===== src/design/bpbf_pkg.sv =====
// Shared constants and carrier types for the beep pattern and burst fire block.
// Assumes a single 25 MHz clock and event pulses from logic on that clock.

package bpbf_pkg;

   // ************************************************************
   // Time base
   // ************************************************************
   localparam int CLK_HZ          = 25_000_000;
   localparam int SEC_TICK_S      = 1;
   localparam int TICK_CYCLES     = CLK_HZ * SEC_TICK_S;
   localparam int LINE_MIN_HZ     = 40;
   localparam int LINE_SPLIT_HZ   = 55;
   localparam int LINE_TIMEOUT_CY = CLK_HZ / LINE_MIN_HZ;
   localparam int LINE_SPLIT_CY   = CLK_HZ / LINE_SPLIT_HZ;

   // ************************************************************
   // Buzzer patterns and segment lengths in seconds
   // ************************************************************
   localparam logic [1:0] PAT_NONE   = 2'h0;
   localparam logic [1:0] PAT_LONG4  = 2'h1;
   localparam logic [1:0] PAT_SHORT3 = 2'h2;
   localparam logic [1:0] PAT_END8   = 2'h3;

   localparam logic [2:0] DUR_SHORT_BEEP_S  = 3'h1;
   localparam logic [2:0] DUR_LONG_BEEP_S   = 3'h2;
   localparam logic [2:0] DUR_END_BEEP_S    = 3'h5;
   localparam logic [2:0] DUR_SHORT_PAUSE_S = 3'h1;
   localparam logic [2:0] DUR_LONG_PAUSE_S  = 3'h2;

   localparam logic [3:0] LONG4_LAST  = 4'h6;
   localparam logic [3:0] SHORT3_LAST = 4'h4;
   localparam logic [3:0] END8_LAST   = 4'hE;
   localparam logic [3:0] LONG4_GAP2  = 4'h3;

   // ************************************************************
   // Display and power constants
   // ************************************************************
   localparam logic [9:0] OVR_VALUE_F = 10'h3A4;
   localparam logic [9:0] OVR_VALUE_C = 10'h1F4;
   localparam logic [6:0] PCT_FULL    = 7'h64;

   // ************************************************************
   // Types
   // ************************************************************
   typedef enum logic [1:0] {
      SEQ_IDLE  = 2'h0,
      SEQ_ADDR  = 2'h1,
      SEQ_FETCH = 2'h3,
      SEQ_RUN   = 2'h2
   } bpbf_seq_t;

   typedef struct packed {
      logic [1:0] pat;
      logic [3:0] idx;
   } bpbf_rom_addr_t;

   typedef struct packed {
      logic       valid;
      logic       tone;
      logic [2:0] dur;
   } bpbf_seg_t;

   typedef struct packed {
      logic step_end;
      logic step_start;
      logic boil_event;
      logic boil_timer_start;
      logic program_end;
   } bpbf_evt_t;

   typedef struct packed {
      logic       overrange;
      logic [9:0] value;
      logic       end_flash;
   } bpbf_disp_t;

endpackage


===== src/design/bpbf_top.sv =====
// Buzzer pattern sequencer, sensor fault display and line-locked burst firing drive.
// Assumes event pulses and settings come from logic on clk; the line reference is an async pin.

`timescale 1ns/1ps
`default_nettype none

module bpbf_top #(
   parameter int TICK_CYCLES     = bpbf_pkg::TICK_CYCLES,
   parameter int LINE_TIMEOUT_CY = bpbf_pkg::LINE_TIMEOUT_CY,
   parameter int LINE_SPLIT_CY   = bpbf_pkg::LINE_SPLIT_CY
) (
   input  wire logic                clk,
   input  wire logic                resetn,
   input  wire bpbf_pkg::bpbf_evt_t evt,
   input  wire logic                boil_mode,
   input  wire logic [7:0]          beep_duration_s,
   input  wire logic                sensor_fault,
   input  wire logic                unit_fahrenheit,
   input  wire logic                end_ack,
   input  wire logic [6:0]          power_pct,
   input  wire logic                line_ref,
   output var  logic                buzzer_q,
   output var  logic                busy_q,
   output var  bpbf_pkg::bpbf_disp_t disp_q,
   output var  logic                ssr_drive_q,
   output var  logic                line_ok_q,
   output var  logic                line_60hz_q
);

   // ************************************************************
   // Parameter checks and widths
   // ************************************************************
   if (TICK_CYCLES < 8 || LINE_SPLIT_CY < 2 || LINE_TIMEOUT_CY <= LINE_SPLIT_CY) begin : g_bad_param
      $error("bpbf_top: counts too small or timeout not above split");
   end

   localparam int TW = $clog2(TICK_CYCLES);
   localparam int LW = $clog2(LINE_TIMEOUT_CY + 1);
   localparam logic [TW-1:0] TICK_LAST = TW'(TICK_CYCLES - 1);
   localparam logic [LW-1:0] LINE_TMO  = LW'(LINE_TIMEOUT_CY);
   localparam logic [LW-1:0] LINE_SPL  = LW'(LINE_SPLIT_CY);

   typedef struct packed {
      logic                 sync1;
      logic                 sync2;
      logic                 sync3;
      logic [TW-1:0]        tick_cnt;
      logic                 tick;
      bpbf_pkg::bpbf_seq_t  seq;
      logic                 busy;
      logic [1:0]           pat;
      logic [3:0]           idx;
      logic [2:0]           remain;
      logic [7:0]           repeat_left;
      logic                 repeat_on;
      logic                 buzzer;
      logic                 flash_phase;
      bpbf_pkg::bpbf_disp_t disp;
      logic [LW-1:0]        per_cnt;
      logic                 line_ok;
      logic                 line_60;
      logic [6:0]           acc;
      logic                 ssr;
   } bpbf_state_t;

   bpbf_state_t             q;
   bpbf_state_t             d;
   bpbf_pkg::bpbf_seg_t     seg_q;
   bpbf_pkg::bpbf_rom_addr_t rom_addr;

   assign rom_addr = {q.pat, q.idx};

   bpbf_pattern_rom u_rom (
      .clk    (clk),
      .resetn (resetn),
      .addr   (rom_addr),
      .data_q (seg_q)
   );

   // ************************************************************
   // Reduce pct/100 to lowest terms: {numerator, denominator}
   // ************************************************************
   function automatic logic [13:0] bpbf_reduce(input logic [6:0] pct);
      logic [6:0] n;
      logic [6:0] m;
      n = pct;
      m = bpbf_pkg::PCT_FULL;
      if (n[1:0] == 2'h0) begin
         n = n >> 2;
         m = m >> 2;
      end else if (!n[0]) begin
         n = n >> 1;
         m = m >> 1;
      end
      if (n % 7'h19 == 7'h00) begin
         n = n / 7'h19;
         m = m / 7'h19;
      end else if (n % 7'h05 == 7'h00) begin
         n = n / 7'h05;
         m = m / 7'h05;
      end
      return {n, m};
   endfunction

   logic [1:0] new_pat;
   logic [6:0] pct_lim;
   logic [6:0] num;
   logic [6:0] den;
   logic [7:0] sum;
   logic       line_edge;

   // ************************************************************
   // Next state
   // ************************************************************
   always_comb begin
      d = q;

      // Line reference synchroniser and rising edge of each line cycle
      d.sync1   = line_ref;
      d.sync2   = q.sync1;
      d.sync3   = q.sync2;
      line_edge = q.sync2 & ~q.sync3;

      // Trigger selection, program end first
      new_pat = bpbf_pkg::PAT_NONE;
      if (evt.program_end) begin
         new_pat = bpbf_pkg::PAT_END8;
      end else if ((!boil_mode && evt.step_end) || (boil_mode && evt.boil_event)) begin
         new_pat = bpbf_pkg::PAT_LONG4;
      end else if ((!boil_mode && evt.step_start) || (boil_mode && evt.boil_timer_start)) begin
         new_pat = bpbf_pkg::PAT_SHORT3;
      end

      // Common one second tick
      d.tick = 1'b0;
      if (new_pat != bpbf_pkg::PAT_NONE) begin
         d.tick_cnt = '0;
      end else if (q.tick_cnt == TICK_LAST) begin
         d.tick_cnt = '0;
         d.tick     = 1'b1;
      end else begin
         d.tick_cnt = q.tick_cnt + 1'b1;
      end

      // Pattern sequencer
      if (new_pat != bpbf_pkg::PAT_NONE) begin
         d.pat         = new_pat;
         d.idx         = '0;
         d.seq         = bpbf_pkg::SEQ_ADDR;
         d.buzzer      = 1'b0;
         d.repeat_on   = boil_mode && evt.boil_event && (new_pat == bpbf_pkg::PAT_LONG4);
         d.repeat_left = beep_duration_s;
      end else begin
         if (q.tick && q.repeat_left != 8'h00) begin
            d.repeat_left = q.repeat_left - 8'h01;
         end
         unique case (q.seq)
            bpbf_pkg::SEQ_IDLE: begin
               d.buzzer = 1'b0;
            end
            bpbf_pkg::SEQ_ADDR: begin
               d.seq = bpbf_pkg::SEQ_FETCH;
            end
            bpbf_pkg::SEQ_FETCH: begin
               if (seg_q.valid) begin
                  d.buzzer = seg_q.tone;
                  d.remain = seg_q.dur;
                  d.seq    = bpbf_pkg::SEQ_RUN;
               end else if (q.repeat_on && q.repeat_left != 8'h00) begin
                  d.idx = '0;
                  d.seq = bpbf_pkg::SEQ_ADDR;
               end else begin
                  d.buzzer    = 1'b0;
                  d.repeat_on = 1'b0;
                  d.seq       = bpbf_pkg::SEQ_IDLE;
               end
            end
            bpbf_pkg::SEQ_RUN: begin
               if (q.tick) begin
                  if (q.remain == 3'h1) begin
                     d.buzzer = 1'b0;
                     d.idx    = q.idx + 4'h1;
                     d.seq    = bpbf_pkg::SEQ_ADDR;
                  end else begin
                     d.remain = q.remain - 3'h1;
                  end
               end
            end
         endcase
      end

      // End flash: a new program end wins over an acknowledge
      d.disp.end_flash = evt.program_end | (q.disp.end_flash & ~end_ack);

      // Sensor fault display alternates once per second
      if (q.tick) begin
         d.flash_phase = ~q.flash_phase;
      end
      d.disp.overrange = sensor_fault & q.flash_phase;
      if (!sensor_fault) begin
         d.disp.value = '0;
      end else if (unit_fahrenheit) begin
         d.disp.value = bpbf_pkg::OVR_VALUE_F;
      end else begin
         d.disp.value = bpbf_pkg::OVR_VALUE_C;
      end

      // Line period measure: frequency class and presence
      pct_lim    = (power_pct > bpbf_pkg::PCT_FULL) ? bpbf_pkg::PCT_FULL : power_pct;
      {num, den} = bpbf_reduce(pct_lim);
      sum        = {1'b0, q.acc} + {1'b0, num};
      if (line_edge) begin
         d.per_cnt = '0;
         d.line_ok = 1'b1;
         d.line_60 = (q.per_cnt < LINE_SPL);
         // Burst step on each line cycle start: whole-cycle pulses
         if (q.acc >= den) begin
            d.acc = '0;
            d.ssr = (num != 7'h00) && (num >= den);
         end else if (sum >= {1'b0, den}) begin
            d.acc = 7'(sum - {1'b0, den});
            d.ssr = 1'b1;
         end else begin
            d.acc = sum[6:0];
            d.ssr = 1'b0;
         end
      end else if (q.per_cnt >= LINE_TMO) begin
         d.line_ok = 1'b0;
         d.line_60 = 1'b0;
         d.ssr     = 1'b0;
         d.acc     = '0;
      end else begin
         d.per_cnt = q.per_cnt + 1'b1;
      end

      // Busy flag registered so the output comes from a flip-flop
      d.busy = (d.seq != bpbf_pkg::SEQ_IDLE);
   end

   // ************************************************************
   // State register
   // ************************************************************
   always_ff @(posedge clk) begin
      if (!resetn) begin
         q     <= '0;
         q.seq <= bpbf_pkg::SEQ_IDLE;
      end else begin
         q <= d;
      end
   end

   assign buzzer_q    = q.buzzer;
   assign busy_q      = q.busy;
   assign disp_q      = q.disp;
   assign ssr_drive_q = q.ssr;
   assign line_ok_q   = q.line_ok;
   assign line_60hz_q = q.line_60;

endmodule

`default_nettype wire


===== src/design/bpbf_pattern_rom.sv =====
// Segment table for the buzzer patterns, with registered read data.
// Assumes the address is held stable for the cycle before the data is used.

`timescale 1ns/1ps
`default_nettype none

module bpbf_pattern_rom (
   input  wire logic                    clk,
   input  wire logic                    resetn,
   input  wire bpbf_pkg::bpbf_rom_addr_t addr,
   output var  bpbf_pkg::bpbf_seg_t     data_q
);

   bpbf_pkg::bpbf_seg_t data_d;

   // ************************************************************
   // Table contents: even entries sound, odd entries pause
   // ************************************************************
   always_comb begin
      data_d = '0;
      unique case (addr.pat)
         bpbf_pkg::PAT_LONG4: begin
            if (addr.idx <= bpbf_pkg::LONG4_LAST) begin
               data_d.valid = 1'b1;
               data_d.tone  = ~addr.idx[0];
               if (!addr.idx[0]) begin
                  data_d.dur = bpbf_pkg::DUR_LONG_BEEP_S;
               end else if (addr.idx == bpbf_pkg::LONG4_GAP2) begin
                  data_d.dur = bpbf_pkg::DUR_LONG_PAUSE_S;
               end else begin
                  data_d.dur = bpbf_pkg::DUR_SHORT_PAUSE_S;
               end
            end
         end
         bpbf_pkg::PAT_SHORT3: begin
            if (addr.idx <= bpbf_pkg::SHORT3_LAST) begin
               data_d.valid = 1'b1;
               data_d.tone  = ~addr.idx[0];
               data_d.dur   = addr.idx[0] ? bpbf_pkg::DUR_SHORT_PAUSE_S : bpbf_pkg::DUR_SHORT_BEEP_S;
            end
         end
         bpbf_pkg::PAT_END8: begin
            if (addr.idx <= bpbf_pkg::END8_LAST) begin
               data_d.valid = 1'b1;
               data_d.tone  = ~addr.idx[0];
               data_d.dur   = addr.idx[0] ? bpbf_pkg::DUR_LONG_PAUSE_S : bpbf_pkg::DUR_END_BEEP_S;
            end
         end
         bpbf_pkg::PAT_NONE: begin
            data_d = '0;
         end
      endcase
   end

   always_ff @(posedge clk) begin
      if (!resetn) begin
         data_q <= '0;
      end else begin
         data_q <= data_d;
      end
   end

endmodule

`default_nettype wire


===== config.mk =====
export PLATFORM = sky130hd
export DESIGN_NAME = bpbf_top
export DESIGN_NICKNAME = d
export VERILOG_FILES = /design/src/design/bpbf_pkg.sv /design/src/design/bpbf_top.sv /design/src/design/bpbf_pattern_rom.sv
export SDC_FILE = /design/constraint.sdc
export NUM_CORES = 1
export LEC_CHECK = 0
export ABC_AREA = 0
export BUFFER_PORTS_ARGS = -buffer_cell sky130_fd_sc_hd__clkbuf_2
export CORE_UTILIZATION = 66
export CTS_CLUSTER_SIZE = 25
export DETAILED_ROUTE_END_ITERATION = 7
export GPL_TIMING_DRIVEN = 1
export PLACE_DENSITY = 0.86
export SYNTH_ARGS = -nofsm -noshare
export SYNTH_HDL_FRONTEND = slang
export SYNTH_SLANG_ARGS = --single-unit

===== constraint.sdc =====
create_clock -name clk -period 20.6 [get_ports clk]
set_clock_uncertainty 0.1 [all_clocks]
set_input_delay 4.12 -clock clk [delete_from_list [all_inputs] [get_ports clk]]
set_output_delay 4.12 -clock clk [all_outputs]
set_load 0.005 [all_outputs]

==> impl_metrics.toml, run 1 <==
[power]
pwr_density_cell_nw_per_um2 = 76.7
power.combinational.fraction = 0.360
clockPowerShare = 0.262
static-leakage-power_nw = 2.66
power_frac_seq = 0.379
switchingPower_mw = 0.177
p_int_mw = 0.324
max-vdd-ir-drop_mv = 0.0576
power.switching_fraction = 0.353
power.total_mw = 0.501

[place]
dp_hpwl_um = 9920
placed_cells_incl_taps = 881
weighted_congestion_reported_at_the_end_of_routability_driven_placement = 0.936
place_worst_setup_slack_ns = 9.84
port-buffer-count = 40

[cells_and_area]
most_frequent_standard_cell_in_the_layout_excluding_fill_and_tap_cells = "nor2_1"
mostFrequentLayoutCells = "nor2_1, dfxtp_1, nand2_1, ha_1"
flow.area_growth_from_synthesis_pct = 5.43
antenna_cells_inserted = 0
drive_above_1_share = 0.106
nNetsFinal = 857
non_filler_instances = 897

[routing]
detail_route.wirelength_um = 13400
via_per_inst = 6.07
drcViolationCount = 0
dr_total_vias = 5447
routedWlPerCell_um = 14.9
detailed_router_s_first_iteration_violation_count = 383
detail_route.first_pass.iterations = 5
postRouteAntennaNets = 0

[yosys]
synth.cell_area_um2 = 6190
yosys_warnings = 0
count_of_flip_flops_with_a_built_in_enable_after_synthesis = 0
ys_seq_area_frac = 0.297
synth_simple_gate_area_share = 0.242
synth_top_family_by_area = "simple AND/OR/NAND/NOR gates"
synth-main-ff-cell = "dfxtp_1"
netlist-cell-type-count = 77
synth.avg_cell_area_um2 = 8.06
muxShareOfSynthArea = 0.0216
yosys_register_bits = 92
synth_compound_gate_area_share = 0.199
synth-xor-area-share = 0.0877
asr_flop_ratio_synth = 0
yosys.area_share.adder = 0.0953
postSynthCellCount = 769

[sta]
fin_ws_ns = 10.09
timing.final.hold_violations = 0
timing.final.setup_violations = 0
fin_tns_setup_ns = 0
maxSlewViolCount = 0
min_clock_period_post_route_ns = 10.51
achievable-frequency_ghz = 0.0951
tightestPinTransition_ns = 0.910
final.hold.worst_slack_ns = 0.359
fin_crit_sh = 0.510
grt_setup_unrepaired = "no"
maxSlewHeadroom = 0.391

[worst_setup_path]
worst-path-buf-inv = 1
critical-path-max-stage-delay_ns = 0.69
cp_data_required_time_ns = 20.76
timing.setup.critical_path_class = "in -> reg"
maximum_net_fanout_on_the_critical_path = 20
timing.critical_path.max_delay_family = "compound AO/OA/AOI/OAI gates"
cp_max_delay_cell = "nor3_1"
endpoint_kind = "register"
timing.critical_path.from_type = "input pin"
crit_arrival_ns = 10.67
cp_common_cell = "nand2_1"

[outcome]
outcome = "completed"

[clock_network]
clk_root_buffer_cell = "clkbuf_8"
cts_setup_buffers = 0
tritoncts = "yes"
cts_buffer_depth = 2
numCtsBuffers = 9
clock_insertion_delay_worst_skew_ns = 0.37
post_cts.resized_instances = 0
ctsHtreeMaxLevel = 3
cts_hold_buffers = 0
cts.sinks = 92
clkSlewWorstSetupHoldPaths_ns = 0.09

[floorplan]
chipHeight_um = 98.9
dieWidth_um = 98.9
rows = 34
core_um2 = 8890
floorplan.die_area_um2 = 9780
num_io_pins = 44
initial_utilization = 0.697

[global_routing]
wire_length_of_the_first_global_routing_pass_um = 23200
grt_start_max_net_pins = 26
grt_util_all_layers = 0.286
first_global_vias = 5188
overflow = 0
grt_antenna_before_repair = 0

[run]
drv.max_cap_violation_count = 0

[hold_path]
holdCritPathClass = "reg -> reg"
-- path summary, 6_finish.rpt --
check / to / depth (start not counted) / slack, ns / startpoint
worst max-delay path: q[1] / 28 / 10.09 / power_pct[0]
worst min-delay path: q[91] / 1 / 0.36 / d[91]
worst max register to register: q[1] / 14 / 16.87 / q[1]
worst min register to register: q[91] / 1 / 0.36 / d[91]
-- final cells by class --
type,count,area [um^2]
Fill cell,645,2360
Clock buffer,10,138
Timing Repair Buffer,42,215
Sequential cell,92,1840
Tap cell,108,135
Clock inverter,6,77.6
Multi-Input combinational cell,608,4010
Inverter,31,118
-- power groups by stage --
| stage | Clock (mW) | Sequential, mW | Combinational [mW] |
|---|---|---|---|
| after floorplan | 0 | 0.192 | 0.145 |
| after global placement | 0 | 0.193 | 0.167 |
| after detailed placement | 0 | 0.193 | 0.177 |
| after CTS | 0.133 | 0.189 | 0.178 |
| after global routing | 0.141 | 0.191 | 0.200 |
| final | 0.131 | 0.190 | 0.180 |
-- cells in the mapped netlist, types with 4 or more instances --
| library cell | number | area [um^2] |
|---|---|---|
| nand3b_1 | 6 | 45.0 |
| a211oi_1 | 12 | 90.1 |
| xnor2_1 | 29 | 254 |
| and2_1 | 10 | 62.6 |
| xor2_1 | 33 | 289 |
| inv_1 | 29 | 109 |
| nor3_1 | 17 | 85.1 |
| a21oi_1 | 40 | 200 |
| or3_1 | 5 | 31.3 |
| and3_1 | 13 | 81.3 |
| buf_6 | 4 | 45.0 |
| o211ai_1 | 7 | 52.6 |
| o21a_1 | 7 | 52.6 |
| nand4_1 | 13 | 81.3 |
| o21ai_0 | 26 | 130 |
| nand2_1 | 74 | 278 |
| a21o_1 | 20 | 150 |
| nor2_1 | 101 | 379 |
| buf_4 | 12 | 90.1 |
| buf_2 | 9 | 45.0 |
| nand3_1 | 37 | 185 |
| mux2i_1 | 10 | 100 |
| dfxtp_1 | 92 | 1840 |
| nor2b_1 | 9 | 56.3 |
| clkbuf_1 | 14 | 52.6 |
| nor4_1 | 5 | 31.3 |
| nand2b_1 | 9 | 56.3 |
| ha_1 | 44 | 551 |
| a31oi_1 | 13 | 81.3 |
-- through the flow --
step	util	instance area [um^2]
3_5_place_dp	0.710	6320
4_1_cts	0.735	6530
2_1_floorplan	-	6200
6_report	0.735	6530
3_3_place_gp	0.710	6320
5_1_grt	0.735	6530
-- routing by layer --
layer  part of all wire  GRT usage
met5                  0          0
met4             0.0095     0.0689
met3              0.046     0.0475
met2               0.50      0.499
met1               0.44      0.369
-- flip-flops by register name, indices dropped and copies added (netlist names) --
| signal | flops |
|---|---|
| ssr_drive_q | 1 |
| u_rom.data_q | 5 |
| line_ok_q | 1 |
| d | 2 |
| q | 75 |
| disp_q | 5 |
| buzzer_q | 1 |
| busy_q | 1 |
| line_60hz_q | 1 |
-- logic make-up (layout without fill, tap and decap cells) --
kind of cell,Yosys count,count (layout)
other,1,3
AND/OR/NAND/NOR,314,314
buffers and inverters,71,89
XOR/XNOR,62,62
multiplexers,13,13
adder cells (fa/ha/maj),46,46
flip-flops,92,92
AO/OA/AOI/OAI,170,170
No activity file was read; power rests on OpenSTA's default activity.
==> run 2, diff against run 1 <==
--- a/config.mk
+++ b/config.mk
@@ -7,11 +7,11 @@
 export LEC_CHECK = 0
 export ABC_AREA = 0
 export BUFFER_PORTS_ARGS = -buffer_cell sky130_fd_sc_hd__clkbuf_2
-export CORE_UTILIZATION = 66
+export CORE_UTILIZATION = 61
 export CTS_CLUSTER_SIZE = 25
 export DETAILED_ROUTE_END_ITERATION = 7
 export GPL_TIMING_DRIVEN = 1
-export PLACE_DENSITY = 0.86
+export PLACE_DENSITY = 0.8
 export SYNTH_ARGS = -nofsm -noshare
 export SYNTH_HDL_FRONTEND = slang
 export SYNTH_SLANG_ARGS = --single-unit
==> constraint.sdc (replaced) <==
create_clock -name clk -period 9.7 [get_ports clk]
set_clock_uncertainty 0.1 [all_clocks]
set_input_delay 1.94 -clock clk [delete_from_list [all_inputs] [get_ports clk]]
set_output_delay 1.94 -clock clk [all_outputs]
set_load 0.005 [all_outputs]
==> impl_metrics.toml, run 2 (same netlist as run 1, synthesis figures left out) <==
[outcome]
outcome = "completed"

[worst_setup_path]
worst_r2r_endpoint = "q[1]"
critical-path-max-stage-delay_ns = 0.72
cp_max_delay_cell = "nor3_1"
cp_common_cell = "nand2_1"
maximum_net_fanout_on_the_critical_path = 20
worst-path-buf-inv = 1
crit_arrival_ns = 8.45
cp_data_required_time_ns = 9.86
timing.setup.critical_path_class = "in -> reg"
endpoint_kind = "register"
reg2regPathDepth = 14
worstReg2RegStart = "q[1]"
timing.critical_path.from_type = "input pin"
timing.critical_path.max_delay_family = "simple AND/OR/NAND/NOR gates"
ff2ff_setup_slack_ns = 6.14

[clock_network]
clock_insertion_delay_worst_skew_ns = 0.37
clk_root_buffer_cell = "clkbuf_8"
post_cts.resized_instances = 0
numCtsBuffers = 9
clkSlewWorstSetupHoldPaths_ns = 0.09
cts.sinks = 92
ctsHtreeMaxLevel = 3
cts_setup_buffers = 0
tritoncts = "yes"
cts_hold_buffers = 0
cts_buffer_depth = 2

[sta]
achievable-frequency_ghz = 0.121
timing.final.hold_violations = 0
timing.final.setup_violations = 0
min_clock_period_post_route_ns = 8.29
fin_tns_setup_ns = 0
fin_ws_ns = 1.41
grt_setup_unrepaired = "no"
maxSlewViolCount = 0
maxSlewHeadroom = 0.391
final.hold.worst_slack_ns = 0.354
fin_crit_sh = 0.854
tightestPinTransition_ns = 0.910

[power]
power.combinational.fraction = 0.360
switchingPower_mw = 0.371
pwr_density_cell_nw_per_um2 = 161
clockPowerShare = 0.258
static-leakage-power_nw = 2.66
p_int_mw = 0.682
power_frac_seq = 0.382
power.switching_fraction = 0.352
max-vdd-ir-drop_mv = 0.108

[routing]
routedWlPerCell_um = 14.2
detailed_router_s_first_iteration_violation_count = 272
detail_route.first_pass.iterations = 5
via_per_inst = 5.81
dr_total_vias = 5361
drcViolationCount = 0
detail_route.wirelength_um = 13100
postRouteAntennaNets = 0

[global_routing]
overflow = 0
wire_length_of_the_first_global_routing_pass_um = 22500
grt_start_max_net_pins = 26
grt_util_all_layers = 0.265
first_global_vias = 5054
grt_antenna_before_repair = 0

[floorplan]
floorplan.die_area_um2 = 10600
chipHeight_um = 103
num_io_pins = 44
initial_utilization = 0.631
dieWidth_um = 103
rows = 36
core_um2 = 9820

[place]
weighted_congestion_reported_at_the_end_of_routability_driven_placement = 0.871
place_worst_setup_slack_ns = 1.16
port-buffer-count = 40
dp_hpwl_um = 9860
placedInstanceArea_um2 = 6350
placed_cells_incl_taps = 906

[cells_and_area]
layout.cell_area.non_filler_um2 = 6560
flow.area_growth_from_synthesis_pct = 5.94
max_flop_register = "q"
nNetsFinal = 857
drive_above_1_share = 0.106
non_filler_instances = 922
mostFrequentLayoutCells = "nor2_1, dfxtp_1, nand2_1, ha_1"
largest_reg_flops = 75
antenna_cells_inserted = 0
most_frequent_standard_cell_in_the_layout_excluding_fill_and_tap_cells = "nor2_1"
nFillCells = 830

[hold_path]
holdPathEnd = "d[91]"
worst_hold_path_cells = 1
hold_path_startpoint = "d[92]"
holdCritPathClass = "reg -> reg"

[run]
drv.max_cap_violation_count = 0
==> run 2: worst max-delay path by stage <==
stage / slack [ns] / startpoint / endpoint / cells after the start
finish: 1.41 / power_pct[0] / q[1] / 28
floorplan: 2.11 / power_pct[0] / q[1] / 28
detailed placement: 1.16 / power_pct[0] / q[1] / 28
global route: 0.84 / power_pct[0] / q[1] / 28
global placement: 1.47 / power_pct[5] / q[1] / 28
CTS: 1.51 / power_pct[0] / q[1] / 28
==> run 2: cell type report <==
| cell class | instances | area [um^2] | area share |
|---|---|---|---|
| clock buffer | 9 | 124 | 0.0189 |
| clock inverter | 7 | 91.3 | 0.0139 |
| inverter | 31 | 118 | 0.0179 |
| multi-input combinational | 608 | 4010 | 0.610 |
| sequential | 92 | 1840 | 0.281 |
| tap | 133 | 166 | 0.0254 |
| timing repair buffer | 42 | 215 | 0.0328 |
==> run 2: routing by layer <==
layer | global-route usage | part of all wire | up-vias
met2 | 0.456 | 0.48 | 129
met5 | 0 | 0 | -
li1 | - | - | 2723
met4 | 0.0748 | 0.013 | 0
met1 | 0.340 | 0.46 | 2494
met3 | 0.0495 | 0.045 | 15
==> run 2: power by group through the flow <==
stage | clock network (mW) | registers (mW) | logic, mW
2_1_floorplan | 0 | 0.407 | 0.308
3_5_place_dp | 0 | 0.411 | 0.372
4_1_cts | 0.277 | 0.402 | 0.376
3_3_place_gp | 0 | 0.410 | 0.359
6_report | 0.272 | 0.402 | 0.379
5_1_grt | 0.292 | 0.404 | 0.424
==> run 2: per-stage QoR <==
step	power [mW]	utilization
after floorplan	0.716	-
after global routing	1.12	0.668
after global placement	0.769	0.646
after CTS	1.06	0.668
after detailed placement	0.783	0.646
final	1.05	0.668
